**src/rtl/acocr_pkg.sv**
```systemverilog
// Constants for the clock and output configuration register bank
package acocr_pkg;
    // Serial frame layout: read flag, two spare bits, address, one data byte
    localparam int ADDR_W = 13;
    localparam int DATA_W = 8;
    localparam logic [4:0] CNT_ADDR_LAST = 5'h0f;
    localparam logic [4:0] CNT_DATA_LAST = 5'h17;
    localparam int RD_FLAG_POS = 14;

    // Register offsets
    localparam logic [12:0] OFS_SKEW_DELTA = 13'h0070;
    localparam logic [12:0] OFS_CLK_RETARD = 13'h0071;
    localparam logic [12:0] OFS_CLK_RATIO = 13'h0072;
    localparam logic [12:0] OFS_DRV_FORMAT = 13'h0073;
    localparam logic [12:0] OFS_DLL_RANGE = 13'h0074;
    localparam logic [12:0] OFS_U0_CTRL_HI = 13'h00a4;
    localparam logic [12:0] OFS_U0_CTRL_LO = 13'h00a5;
    localparam logic [12:0] OFS_U0_STATE_HI = 13'h00a6;
    localparam logic [12:0] OFS_U0_STATE_LO = 13'h00a7;
    localparam logic [12:0] OFS_U1_CTRL_HI = 13'h00a8;
    localparam logic [12:0] OFS_U1_CTRL_LO = 13'h00a9;
    localparam logic [12:0] OFS_U1_STATE_HI = 13'h00aa;
    localparam logic [12:0] OFS_U1_STATE_LO = 13'h00ab;
    localparam logic [12:0] OFS_CAL_DONE = 13'h00b6;

    // Field positions
    localparam int SLIP_BIT = 0;
    localparam int RATIO_LSB = 0;
    localparam int DRV_LSB = 5;
    localparam int FMT_LSB = 0;
    localparam int DLL_RANGE_BIT = 6;
    localparam int CAL_DONE_BIT = 0;

    // Reset values
    localparam logic [7:0] RST_SKEW_DELTA = 8'h00;
    localparam logic RST_SLIP = 1'b0;
    localparam logic [2:0] RST_RATIO = 3'h0;
    localparam logic [2:0] RST_DRV = 3'h0;
    localparam logic [2:0] RST_FMT = 3'h0;
    localparam logic RST_DLL_RANGE = 1'b0;
    localparam logic [7:0] RST_DLL_CTRL = 8'h00;
    localparam logic [7:0] RD_UNMAPPED = 8'h00;

    // Clock ratio codes
    localparam logic [2:0] RATIO_PIN = 3'h0;
    localparam logic [2:0] RATIO_DIV1 = 3'h1;
    localparam logic [2:0] RATIO_DIV2 = 3'h2;

    // Output driver codes
    localparam logic [2:0] DRV_DIFF_3MA = 3'h0;
    localparam logic [2:0] DRV_DIFF_2MA = 3'h1;
    localparam logic [2:0] DRV_CMOS = 3'h4;

    // Sample number format codes
    localparam logic [2:0] FMT_TWOS = 3'h0;
    localparam logic [2:0] FMT_GRAY = 3'h2;
    localparam logic [2:0] FMT_OFFSET = 3'h4;

    // Serial frame states, Gray coded along the path
    typedef enum logic [1:0] {
        ACOCR_IDLE = 2'b00,
        ACOCR_INSTR = 2'b01,
        ACOCR_DATA = 2'b11,
        ACOCR_DONE = 2'b10
    } acocr_state_t;
endpackage

```
**src/rtl/acocr_regs.sv**
```systemverilog
// Clock, output and delay-lock configuration registers on a serial port
// Functional notes
// RL1 - Ratio code selects pin control, divide one/two
// RL2 - Driver field picks 3mA, 2mA or CMOS
// RL3 - Format field picks twos, Gray or offset
// RL4 - Slip bit moves sampling to next edge
// RL5 - Output registers survive soft reset, cleared otherwise
module acocr_regs #(
    parameter logic [7:0] U0_CTRL_HI_RST = 8'h00,
    parameter logic [7:0] U0_CTRL_LO_RST = 8'h00,
    parameter logic [7:0] U1_CTRL_HI_RST = 8'h00,
    parameter logic [7:0] U1_CTRL_LO_RST = 8'h00
) (
    // Clock and reset
    input wire logic clk,
    input wire logic rst_n,
    input wire logic soft_rst,
    // Serial port pins
    input wire logic csb_n,
    input wire logic sclk,
    input wire logic sdi,
    output logic sdo,
    output logic sdo_oe_n,
    // Status from the converter core
    input wire logic [15:0] unit0_lock_state,
    input wire logic [15:0] unit1_lock_state,
    input wire logic cal_done,
    // Configuration towards the converter core
    output logic [7:0] skew_delta,
    output logic sample_slip,
    output logic ratio_pin_ctrl,
    output logic ratio_div1,
    output logic ratio_div2,
    output logic drv_low_current,
    output logic drv_cmos,
    output logic fmt_gray,
    output logic fmt_offset_bin,
    output logic dll_range_slow,
    output logic [15:0] unit0_lock_ctrl,
    output logic [15:0] unit1_lock_ctrl
);
    logic rst_m_r;
    logic rst_s_n;
    logic csb_s_n;
    logic sclk_s;
    logic sdi_s;
    logic sclk_d_r;
    acocr_pkg::acocr_state_t state_r;
    acocr_pkg::acocr_state_t state_nxt;
    logic [4:0] cnt_r;
    logic [22:0] shin_r;
    logic rd_r;
    logic [12:0] addr_r;
    logic [7:0] shout_r;
    logic [7:0] skew_r;
    logic slip_r;
    logic [2:0] ratio_r;
    logic [2:0] drv_r;
    logic [2:0] fmt_r;
    logic dll_range_r;
    logic [15:0] u0_ctrl_r;
    logic [15:0] u1_ctrl_r;

    // Reset release is synchronised so that every flop leaves reset together
    always_ff @(posedge clk or negedge rst_n) begin
        if (!rst_n) begin
            rst_m_r <= 1'b0;
            rst_s_n <= 1'b0;
        end else begin
            rst_m_r <= 1'b1;
            rst_s_n <= rst_m_r;
        end
    end

    // Pins cross into the clock domain; the port clock must stay well slower
    acocr_sync #(.W(3), .RST_VAL(3'b100)) u_pin_sync (
        .clk(clk),
        .rst_n(rst_s_n),
        .d({csb_n, sclk, sdi}),
        .q({csb_s_n, sclk_s, sdi_s})
    );

    // Edge and frame decode
    wire sclk_rise = sclk_s & ~sclk_d_r;
    wire sclk_fall = ~sclk_s & sclk_d_r;
    wire addr_last = sclk_rise && (cnt_r == acocr_pkg::CNT_ADDR_LAST);
    wire data_last = sclk_rise && (cnt_r == acocr_pkg::CNT_DATA_LAST);
    wire shift_out = sclk_fall && (cnt_r > acocr_pkg::CNT_ADDR_LAST + 5'h01);
    wire [12:0] cmd_addr = {shin_r[11:0], sdi_s};
    wire cmd_rd = shin_r[acocr_pkg::RD_FLAG_POS];
    wire [7:0] wdata = {shin_r[6:0], sdi_s};
    wire wr_en = data_last && !rd_r && (state_r == acocr_pkg::ACOCR_DATA);

    // Per-register write strobes
    wire wr_skew = wr_en && (addr_r == acocr_pkg::OFS_SKEW_DELTA);
    wire wr_slip = wr_en && (addr_r == acocr_pkg::OFS_CLK_RETARD);
    wire wr_ratio = wr_en && (addr_r == acocr_pkg::OFS_CLK_RATIO);
    wire wr_drvfmt = wr_en && (addr_r == acocr_pkg::OFS_DRV_FORMAT);
    wire wr_dll = wr_en && (addr_r == acocr_pkg::OFS_DLL_RANGE);
    wire wr_u0h = wr_en && (addr_r == acocr_pkg::OFS_U0_CTRL_HI);
    wire wr_u0l = wr_en && (addr_r == acocr_pkg::OFS_U0_CTRL_LO);
    wire wr_u1h = wr_en && (addr_r == acocr_pkg::OFS_U1_CTRL_HI);
    wire wr_u1l = wr_en && (addr_r == acocr_pkg::OFS_U1_CTRL_LO);

    // Frame sequencing; extra bits after one byte are ignored until CSB rises
    always_comb begin
        state_nxt = state_r;
        unique case (state_r)
            acocr_pkg::ACOCR_IDLE: begin
                if (!csb_s_n) begin
                    state_nxt = acocr_pkg::ACOCR_INSTR;
                end
            end
            acocr_pkg::ACOCR_INSTR: begin
                if (addr_last) begin
                    state_nxt = acocr_pkg::ACOCR_DATA;
                end
            end
            acocr_pkg::ACOCR_DATA: begin
                if (data_last) begin
                    state_nxt = acocr_pkg::ACOCR_DONE;
                end
            end
            acocr_pkg::ACOCR_DONE: begin
                state_nxt = acocr_pkg::ACOCR_DONE;
            end
        endcase
        if (csb_s_n) begin
            state_nxt = acocr_pkg::ACOCR_IDLE;
        end
    end

    // Readback multiplexer; reserved bits and unmapped offsets read zero
    logic [7:0] rd_mux;
    always_comb begin
        rd_mux = acocr_pkg::RD_UNMAPPED;
        unique case (cmd_addr)
            acocr_pkg::OFS_SKEW_DELTA: rd_mux = skew_r;
            acocr_pkg::OFS_CLK_RETARD: rd_mux[acocr_pkg::SLIP_BIT] = slip_r;
            acocr_pkg::OFS_CLK_RATIO:
                rd_mux[acocr_pkg::RATIO_LSB +: 3] = ratio_r;
            acocr_pkg::OFS_DRV_FORMAT: begin
                rd_mux[acocr_pkg::DRV_LSB +: 3] = drv_r;
                rd_mux[acocr_pkg::FMT_LSB +: 3] = fmt_r;
            end
            acocr_pkg::OFS_DLL_RANGE:
                rd_mux[acocr_pkg::DLL_RANGE_BIT] = dll_range_r;
            acocr_pkg::OFS_U0_CTRL_HI: rd_mux = u0_ctrl_r[15:8];
            acocr_pkg::OFS_U0_CTRL_LO: rd_mux = u0_ctrl_r[7:0];
            acocr_pkg::OFS_U0_STATE_HI: rd_mux = unit0_lock_state[15:8];
            acocr_pkg::OFS_U0_STATE_LO: rd_mux = unit0_lock_state[7:0];
            acocr_pkg::OFS_U1_CTRL_HI: rd_mux = u1_ctrl_r[15:8];
            acocr_pkg::OFS_U1_CTRL_LO: rd_mux = u1_ctrl_r[7:0];
            acocr_pkg::OFS_U1_STATE_HI: rd_mux = unit1_lock_state[15:8];
            acocr_pkg::OFS_U1_STATE_LO: rd_mux = unit1_lock_state[7:0];
            acocr_pkg::OFS_CAL_DONE:
                rd_mux[acocr_pkg::CAL_DONE_BIT] = cal_done;
            default: rd_mux = acocr_pkg::RD_UNMAPPED;
        endcase
    end

    // Port shifter: capture on rising SCLK, drive read data on falling
    always_ff @(posedge clk or negedge rst_s_n) begin
        if (!rst_s_n) begin
            state_r <= acocr_pkg::ACOCR_IDLE;
            sclk_d_r <= 1'b0;
            cnt_r <= 5'h00;
            shin_r <= 23'h000000;
            rd_r <= 1'b0;
            addr_r <= 13'h0000;
            shout_r <= 8'h00;
        end else begin
            state_r <= state_nxt;
            sclk_d_r <= sclk_s;
            if (csb_s_n) begin
                cnt_r <= 5'h00;
            end else if (sclk_rise && state_r != acocr_pkg::ACOCR_DONE) begin
                cnt_r <= cnt_r + 5'h01;
                shin_r <= {shin_r[21:0], sdi_s};
            end
            if (addr_last) begin
                addr_r <= cmd_addr;
                rd_r <= cmd_rd;
                shout_r <= rd_mux; // Read data sampled once per frame
            end else if (shift_out) begin
                shout_r <= {shout_r[6:0], 1'b0};
            end
        end
    end

    // Data output is enabled only during the data phase of a read
    assign sdo = shout_r[7];
    assign sdo_oe_n = !(rd_r && state_r == acocr_pkg::ACOCR_DATA);

    // Bank cleared by both full and soft reset
    always_ff @(posedge clk or negedge rst_s_n) begin
        if (!rst_s_n) begin
            skew_r <= acocr_pkg::RST_SKEW_DELTA;
            slip_r <= acocr_pkg::RST_SLIP;
            ratio_r <= acocr_pkg::RST_RATIO;
            u0_ctrl_r <= {U0_CTRL_HI_RST, U0_CTRL_LO_RST};
            u1_ctrl_r <= {U1_CTRL_HI_RST, U1_CTRL_LO_RST};
        end else if (soft_rst) begin
            skew_r <= acocr_pkg::RST_SKEW_DELTA;
            slip_r <= acocr_pkg::RST_SLIP;
            ratio_r <= acocr_pkg::RST_RATIO;
            u0_ctrl_r <= {U0_CTRL_HI_RST, U0_CTRL_LO_RST};
            u1_ctrl_r <= {U1_CTRL_HI_RST, U1_CTRL_LO_RST};
        end else begin
            if (wr_skew) skew_r <= wdata;
            if (wr_slip) slip_r <= wdata[acocr_pkg::SLIP_BIT]; // RL4
            if (wr_ratio) ratio_r <= wdata[acocr_pkg::RATIO_LSB +: 3];
            if (wr_u0h) u0_ctrl_r[15:8] <= wdata;
            if (wr_u0l) u0_ctrl_r[7:0] <= wdata;
            if (wr_u1h) u1_ctrl_r[15:8] <= wdata;
            if (wr_u1l) u1_ctrl_r[7:0] <= wdata;
        end
    end

    // Output configuration ignores soft reset so the link stays up
    always_ff @(posedge clk or negedge rst_s_n) begin
        if (!rst_s_n) begin
            drv_r <= acocr_pkg::RST_DRV; // RL5
            fmt_r <= acocr_pkg::RST_FMT;
            dll_range_r <= acocr_pkg::RST_DLL_RANGE;
        end else begin
            if (wr_drvfmt) begin
                drv_r <= wdata[acocr_pkg::DRV_LSB +: 3]; // RL2
                fmt_r <= wdata[acocr_pkg::FMT_LSB +: 3]; // RL3
            end
            if (wr_dll) dll_range_r <= wdata[acocr_pkg::DLL_RANGE_BIT];
        end
    end

    // Decoded controls; reserved ratio codes fall back to pin control
    wire dec_div1 = ratio_r == acocr_pkg::RATIO_DIV1; // RL1
    wire dec_div2 = ratio_r == acocr_pkg::RATIO_DIV2; // RL1
    wire dec_cmos = drv_r == acocr_pkg::DRV_CMOS; // RL2
    wire dec_2ma = drv_r == acocr_pkg::DRV_DIFF_2MA; // RL2
    wire dec_gray = fmt_r == acocr_pkg::FMT_GRAY; // RL3
    wire dec_offs = fmt_r == acocr_pkg::FMT_OFFSET; // RL3

    // Core-facing controls are registered to keep them glitch free
    always_ff @(posedge clk or negedge rst_s_n) begin
        if (!rst_s_n) begin
            skew_delta <= acocr_pkg::RST_SKEW_DELTA;
            sample_slip <= acocr_pkg::RST_SLIP;
            ratio_pin_ctrl <= 1'b1;
            ratio_div1 <= 1'b0;
            ratio_div2 <= 1'b0;
            drv_low_current <= 1'b0;
            drv_cmos <= 1'b0;
            fmt_gray <= 1'b0;
            fmt_offset_bin <= 1'b0;
            dll_range_slow <= acocr_pkg::RST_DLL_RANGE;
            unit0_lock_ctrl <= {U0_CTRL_HI_RST, U0_CTRL_LO_RST};
            unit1_lock_ctrl <= {U1_CTRL_HI_RST, U1_CTRL_LO_RST};
        end else begin
            skew_delta <= skew_r;
            sample_slip <= slip_r; // RL4
            ratio_pin_ctrl <= !(dec_div1 || dec_div2); // RL1
            ratio_div1 <= dec_div1;
            ratio_div2 <= dec_div2;
            drv_low_current <= dec_2ma;
            drv_cmos <= dec_cmos;
            fmt_gray <= dec_gray;
            fmt_offset_bin <= dec_offs;
            dll_range_slow <= dll_range_r;
            unit0_lock_ctrl <= u0_ctrl_r;
            unit1_lock_ctrl <= u1_ctrl_r;
        end
    end
endmodule

```
**src/rtl/acocr_sync.sv**
```systemverilog
// Two flip-flop synchroniser for pins entering the device clock
module acocr_sync #(
    parameter int W = 1,
    parameter logic [W-1:0] RST_VAL = '0
) (
    // Clock and reset
    input wire logic clk,
    input wire logic rst_n,
    // Asynchronous input and synchronised copy
    input wire logic [W-1:0] d,
    output logic [W-1:0] q
);
    logic [W-1:0] meta_r;

    // First stage feeds only the second stage
    always_ff @(posedge clk or negedge rst_n) begin
        if (!rst_n) begin
            meta_r <= RST_VAL;
            q <= RST_VAL;
        end else begin
            meta_r <= d;
            q <= meta_r;
        end
    end
endmodule

```
**config.mk**
```make
export PLATFORM = sky130hd
export DESIGN_NAME = acocr_regs
export DESIGN_NICKNAME = d
export VERILOG_FILES = /design/src/rtl/acocr_pkg.sv /design/src/rtl/acocr_regs.sv /design/src/rtl/acocr_sync.sv
export SDC_FILE = /design/constraint.sdc
export NUM_CORES = 1
export LEC_CHECK = 0
export ABC_AREA = 0
export BUFFER_PORTS_ARGS = -buffer_cell sky130_fd_sc_hd__buf_2
export CORE_MARGIN = 2
export CORE_UTILIZATION = 55
export DETAILED_ROUTE_END_ITERATION = 10
export GPL_ROUTABILITY_DRIVEN = 0
export MAX_ROUTING_LAYER = met4
export PLACE_DENSITY = 0.77
export SYNTH_ARGS = -nofsm -noshare
export SYNTH_HDL_FRONTEND = slang
export SYNTH_HIERARCHICAL = 1
export SYNTH_SLANG_ARGS = --single-unit
```
**constraint.sdc**
```tcl
create_clock -name clk -period 14.33 [get_ports clk]
set_input_delay 0.7165 -clock clk [delete_from_list [all_inputs] [get_ports clk]]
set_output_delay 0.7165 -clock clk [all_outputs]
set_load 0.005 [all_outputs]
```
# After elaboration in Yosys (flattened, before gate mapping)
# Cells that the tools add are included.
# word_totals
ff_bits	153
inputBits	39
output_inout_bits	51
word_cells	135
# classes
n_addsub	1
n_lt_le_gt_ge	1
eq_ne	37
mux	26
n_bitwise	5
n_reduce_logical	32
# op_table
operator	n
== test 13 x 8 -> 1 bit (second input constant)	13
== test 13 x 7 -> 1 bit (second input constant)	10
two-way mux 8 bit	8
two-way mux 16 bit	2
one-hot mux 2 bit (11 select lines)	1
one-hot mux 1 bit (10 select lines)	2
one-hot mux 2 bit (9 select lines)	1
nonzero test 2 bit	9
logical AND 1 bit	16
one-hot mux 1 bit (13 select lines)	1
one-hot mux 1 bit (11 select lines)	1
two-way mux 5 bit	2
one-hot mux 2 bit (4 select lines)	1
== test 3 x 1 -> 1 bit (second input constant)	2
== test 3 x 2 -> 1 bit (second input constant)	2
== test 3 bit (second input constant)	2
two-way mux 2 bit	3
two-way mux 3 bit	2
!= test 3 x 2 -> 1 bit (second input constant)	2
adder 5 x 1 -> 5 bit (second input constant)	1
== test 5 x 4 -> 1 bit (second input constant)	1
== test 5 bit (second input constant)	1
greater-than comparator 5 bit (second input constant)	1
== test 2 bit (second input constant)	2
other kinds (9)	16

# Depth between registers and ports, before layout
# logic_depth
depth_word	8
depth_mapped	8
ltp_nobuf	7

# Modules after synthesis
# Netlist, hierarchy kept.
# modules_own_cells
module	n_inst	cells_each	area_per_inst_um2	seq_area_each_um2
acocr_regs	1	588	6543.8	3679.8
acocr_sync	1	6	152.6	152.6

# Worst setup path after synthesis
# No wires, ideal clock.
# synth_timing
path_type	register -> register
from	register cnt_r[0]
to	register u0_ctrl_r[0]
setup_ns	0.132
arrival_time_ns	1.783
t_required_ns	14.198
setup_slack_ns	12.416
stages_incl_launch_ff	7
path_buffers	0
period_less_slack_ns	1.914
cell_sequence	dfrtp_1 ha_1 and4b_1 nand4_2 nor4_4 mux2i_1 nor2_1
# synth_between
elab_chain_cells	6
# synth_lines
element	line_no	rtl
start: declaration	acocr_regs.sv:50	logic [4:0] cnt_r;
start signal: assignment	acocr_regs.sv:178	cnt_r <= cnt_r + 5'h01;
== test 5 bit	acocr_regs.sv:87	wire data_last = sclk_rise && (cnt_r == acocr_pkg::CNT_DATA_LAST);
logical AND 1 bit	acocr_regs.sv:87	
logical AND 1 bit (2 in series)	acocr_regs.sv:92	wire wr_en = data_last && !rd_r && (state_r == acocr_pkg::ACOCR_DATA);
logical AND 1 bit	acocr_regs.sv:101	wire wr_u0l = wr_en && (addr_r == acocr_pkg::OFS_U0_CTRL_LO);
nonzero test 2 bit (no source line)	-	
end signal: assignment	acocr_regs.sv:201	u0_ctrl_r <= {U0_CTRL_HI_RST, U0_CTRL_LO_RST};
end signal: assignment	acocr_regs.sv:207	u0_ctrl_r <= {U0_CTRL_HI_RST, U0_CTRL_LO_RST};
end signal: assignment	acocr_regs.sv:214	if (wr_u0l) u0_ctrl_r[7:0] <= wdata;
end: declaration	acocr_regs.sv:61	logic [15:0] u0_ctrl_r;
# No other way between the ends.
# A chain may end at the register's enable or synchronous reset.

# Final worst setup path
# layout_timing
from	register shin_r[1]
to	register shout_r[7]
# layout_between
elab_chain_cells	3
elab_cells_between_ends	12
cone_classes	10 x eq/ne; 2 x mux
# layout_lines
element	line_no	rtl
start: declaration	acocr_regs.sv:51	logic [22:0] shin_r;
start signal: assignment	acocr_regs.sv:179	shin_r <= {shin_r[21:0], sdi_s};
== test 13 x 8 -> 1 bit / == test 13 x 7 -> 1 bit (equally long branches)	acocr_regs.sv:137	unique case (cmd_addr)
one-hot mux 1 bit (10 select lines) (*)	acocr_regs.sv:137	
two-way mux 8 bit (*)	acocr_regs.sv:181	if (addr_last) begin
end signal: assignment	acocr_regs.sv:184	shout_r <= rd_mux;
end signal: assignment	acocr_regs.sv:186	shout_r <= {shout_r[6:0], 1'b0};
end: declaration	acocr_regs.sv:54	logic [7:0] shout_r;
# Mark *: on every way between the ends. The rest lies on a longest branch, timed or not.

==> key figures <==
Outcome
  – Status: completed

Route
  – Via count: 5169
  – # DRC: 0
  – TritonRoute pass-1 iters: 7
  – WL final: 17.0 mm
  – Initial detailed-routing violation count: 689
  – Antenna-violating nets left: 0
  – Routed vias/inst: 6.25
  – DR WL/cell: 20.6 µm

Synth
  – Fraction of registers with async set/reset: 100%
  – Post-Syn Area: 6700 µm²
  – Synth Register Bits: 153
  – Yosys warns: 6
  – Cell variety after synth: 57
  – Synth Flop Type: dfrtp_1
  – Post-synthesis sequential area ratio: 57.2%
  – Syn avg cell area: 11.3 µm²
  – Post-synth EDFFs: 0
  – Post-Synthesis Cells: 594
  – Syn nets: 636

GRT
  – Vias in the first global route: 5025
  – Grt ovf: 0
  – First-pass GRT wire length: 27.0 mm
  – Tot GR Track Use: 28.3%
  – Initial antenna violation count: 0
  – Largest net degree at the start of global routing: 87

Die
  – Num ports: 90
  – Initial Util: 56.0%
  – Placement Rows: 40
  – Die height: 114 µm
  – DIE AREA: 13100 µm²
  – DIE WIDTH: 114 µm
  – Core area: 12000 µm²

Clocking
  – # resized after CTS: 0
  – Reg clk slew, reported paths: 0.06 ns
  – Clock Latency Late Sink: 0.43 ns
  – Clk buf depth: 2
  – CTS tree: built
  – H-Tree Depth: 4
  – TritonCTS Sinks: 153
  – Setup bufs post-CTS: 0
  – Clk root buf: clkbuf_16
  – Post-cts hold buffer count: 0
  – CTS buffer count: 17

Finish
  – Nets: 709
  – Most frequent cells in the layout: dfrtp_1 (149), buf_2 (89), nand2_1 (59), nor2_1 (52), mux2i_1 (44)
  – Area Growth Syn to Fin: 16.5%
  – Finished Core Util: 65.2%
  – Share of cells above drive strength 1: 24.9%
  – N_diodes: 0
  – Commonest non-fill, non-tap cell in the layout: dfrtp_1

Timing
  – Final period utilization: 19.6%
  – Fmax: 357 MHz
  – Clock skew: 0.0157 ns
  – Slew of the pin with the lowest slew margin: 1.17 ns
  – Worst slew margin: 21.6%
  – Count of pins over their slew limit: 0
  – RSZ-0062 raised after global routing: no
  – Tmin final: 2.80 ns
  – Total negative slack: 0 ns
  – Final setup viols: 0
  – Final hold violation count: 0

Setup path
  – CP endpoint kind: register
  – Setup crit start kind: register
  – Worst path required time: 14.65 ns
  – Crit Path Max Fanout: 19
  – Worst flop-to-flop path startpoint: shin_r[1]
  – WS Path Type: reg -> reg
  – Worst path arrival time: 3.12 ns
  – CP startpoint: shin_r[1]

Power
  – Maximum VDD drop: 0.0801 mV
  – Leakage: 0.00379 µW
  – Pwr dens: 134 nW/µm²

Placement
  – IO buf count: 89
  – Dpl hpwl: 11.5 mm

Run
  – MaxCap Viol Count: 0

Min path
  – Min-Delay Path Class: in -> async
==> kinds of logic after synthesis <==
group           count (synthesis)  share of synthesized area [%]
xor+xnor                        3                          0.392
buf+inv                        51                           3.08
mux                            72                           11.3
simple gates                  218                           17.7
other cells                     1                         0.0560
fa+ha+maj                       3                          0.561
flops                         153                           57.2
compound gates                 93                           9.66
==> Yosys cell counts, types with 7 or more instances <==
| cell | instances | share of area, % |
|---|---|---|
| buf_2 | 12 | 0.90 |
| clkbuf_1 | 25 | 1.4 |
| a22oi_1 | 8 | 0.90 |
| nand4_1 | 11 | 1.0 |
| dfrtp_1 | 150 | 56 |
| nand3_1 | 19 | 1.4 |
| a21oi_1 | 11 | 0.82 |
| a22o_1 | 7 | 0.92 |
| inv_1 | 9 | 0.50 |
| nand2b_1 | 11 | 1.0 |
| and3_1 | 9 | 0.84 |
| nor3b_1 | 8 | 0.90 |
| mux2_2 | 28 | 4.7 |
| nor2_1 | 52 | 2.9 |
| nor2b_1 | 15 | 1.4 |
| o21ai_0 | 32 | 2.4 |
| nand2_1 | 59 | 3.3 |
| a32oi_1 | 8 | 1.0 |
| mux2i_1 | 44 | 6.6 |
==> cell type report <==
type                            count  area (µm²)
Fill cell                         888        4160
Sequential cell                   153        3840
Multi-Input combinational cell    390        2660
Timing Repair Buffer               96         498
Clock buffer                       24         492
Tap cell                          147         184
Clock inverter                      8        96.3
Inverter                            9        33.8
==> critical path, cell delays in order (launching register included) <==
cell      delay, ns
dfrtp_1        0.75
nor2b_1        1.00
and2_1         0.32
nand4_1        0.11
and4_1         0.23
a221oi_1       0.30
==> per-stage QoR <==
stage	cell area, µm²	setup WS, ns	power [µW]	hold slack [ns]	std cells
final	7800	11.53	1050	0.0568	827
after global routing	7800	11.37	1080	0.0497	827
after CTS	7800	11.62	1050	0.0460	827
after detailed placement	7220	11.66	608	0.340	795
after global placement	7220	11.75	604	0.337	795
after floorplan	6700	9.76	565	0.331	594
==> sequential cells by signal (all words and copies together), names as in the netlist, 2 cells and up <==
name,count
shout_r,8
u_pin_sync/meta_r,3
shin_r,15
fmt_r,3
state_r,2
drv_r,3
ratio_r,3
u1_ctrl_r,16
u0_ctrl_r,16
unit0_lock_ctrl,16
addr_r,13
cnt_r,5
skew_r,8
unit1_lock_ctrl,16
u_pin_sync/q,3
skew_delta,8
==> report_power, final <==
group | leakage, µW | internal, µW | total (µW) | switching (µW)
clock | 0.000290 | 274 | 442 | 168
sequential | 0.00208 | 450 | 496 | 46.4
combinational | 0.00142 | 40.4 | 111 | 70.6
total | 0.00379 | 764 | 1050 | 285
==> final timing paths <==
check	endpoint	cells after the start	slack [ns]
setup / recovery	shout_r[7]	5	11.53
hold / removal	rst_s_n	1	0.06
setup reg to reg	shout_r[7]	5	11.53
hold reg to reg	rst_s_n	0	0.35
max in group asynchronous	u1_ctrl_r[11]	1	12.34
min in group clk	rst_s_n	0	0.35
==> per-layer routing <==
metal  up-vias  wire length (µm)  GRT usage, %
li1       2256                 -             -
met1      2531              7060          38.0
met2       325              7740          40.1
met3        57              1650          8.05
met4         0               597          13.3
met5         -                 0             -
Power figures use the tool's default switching activity.
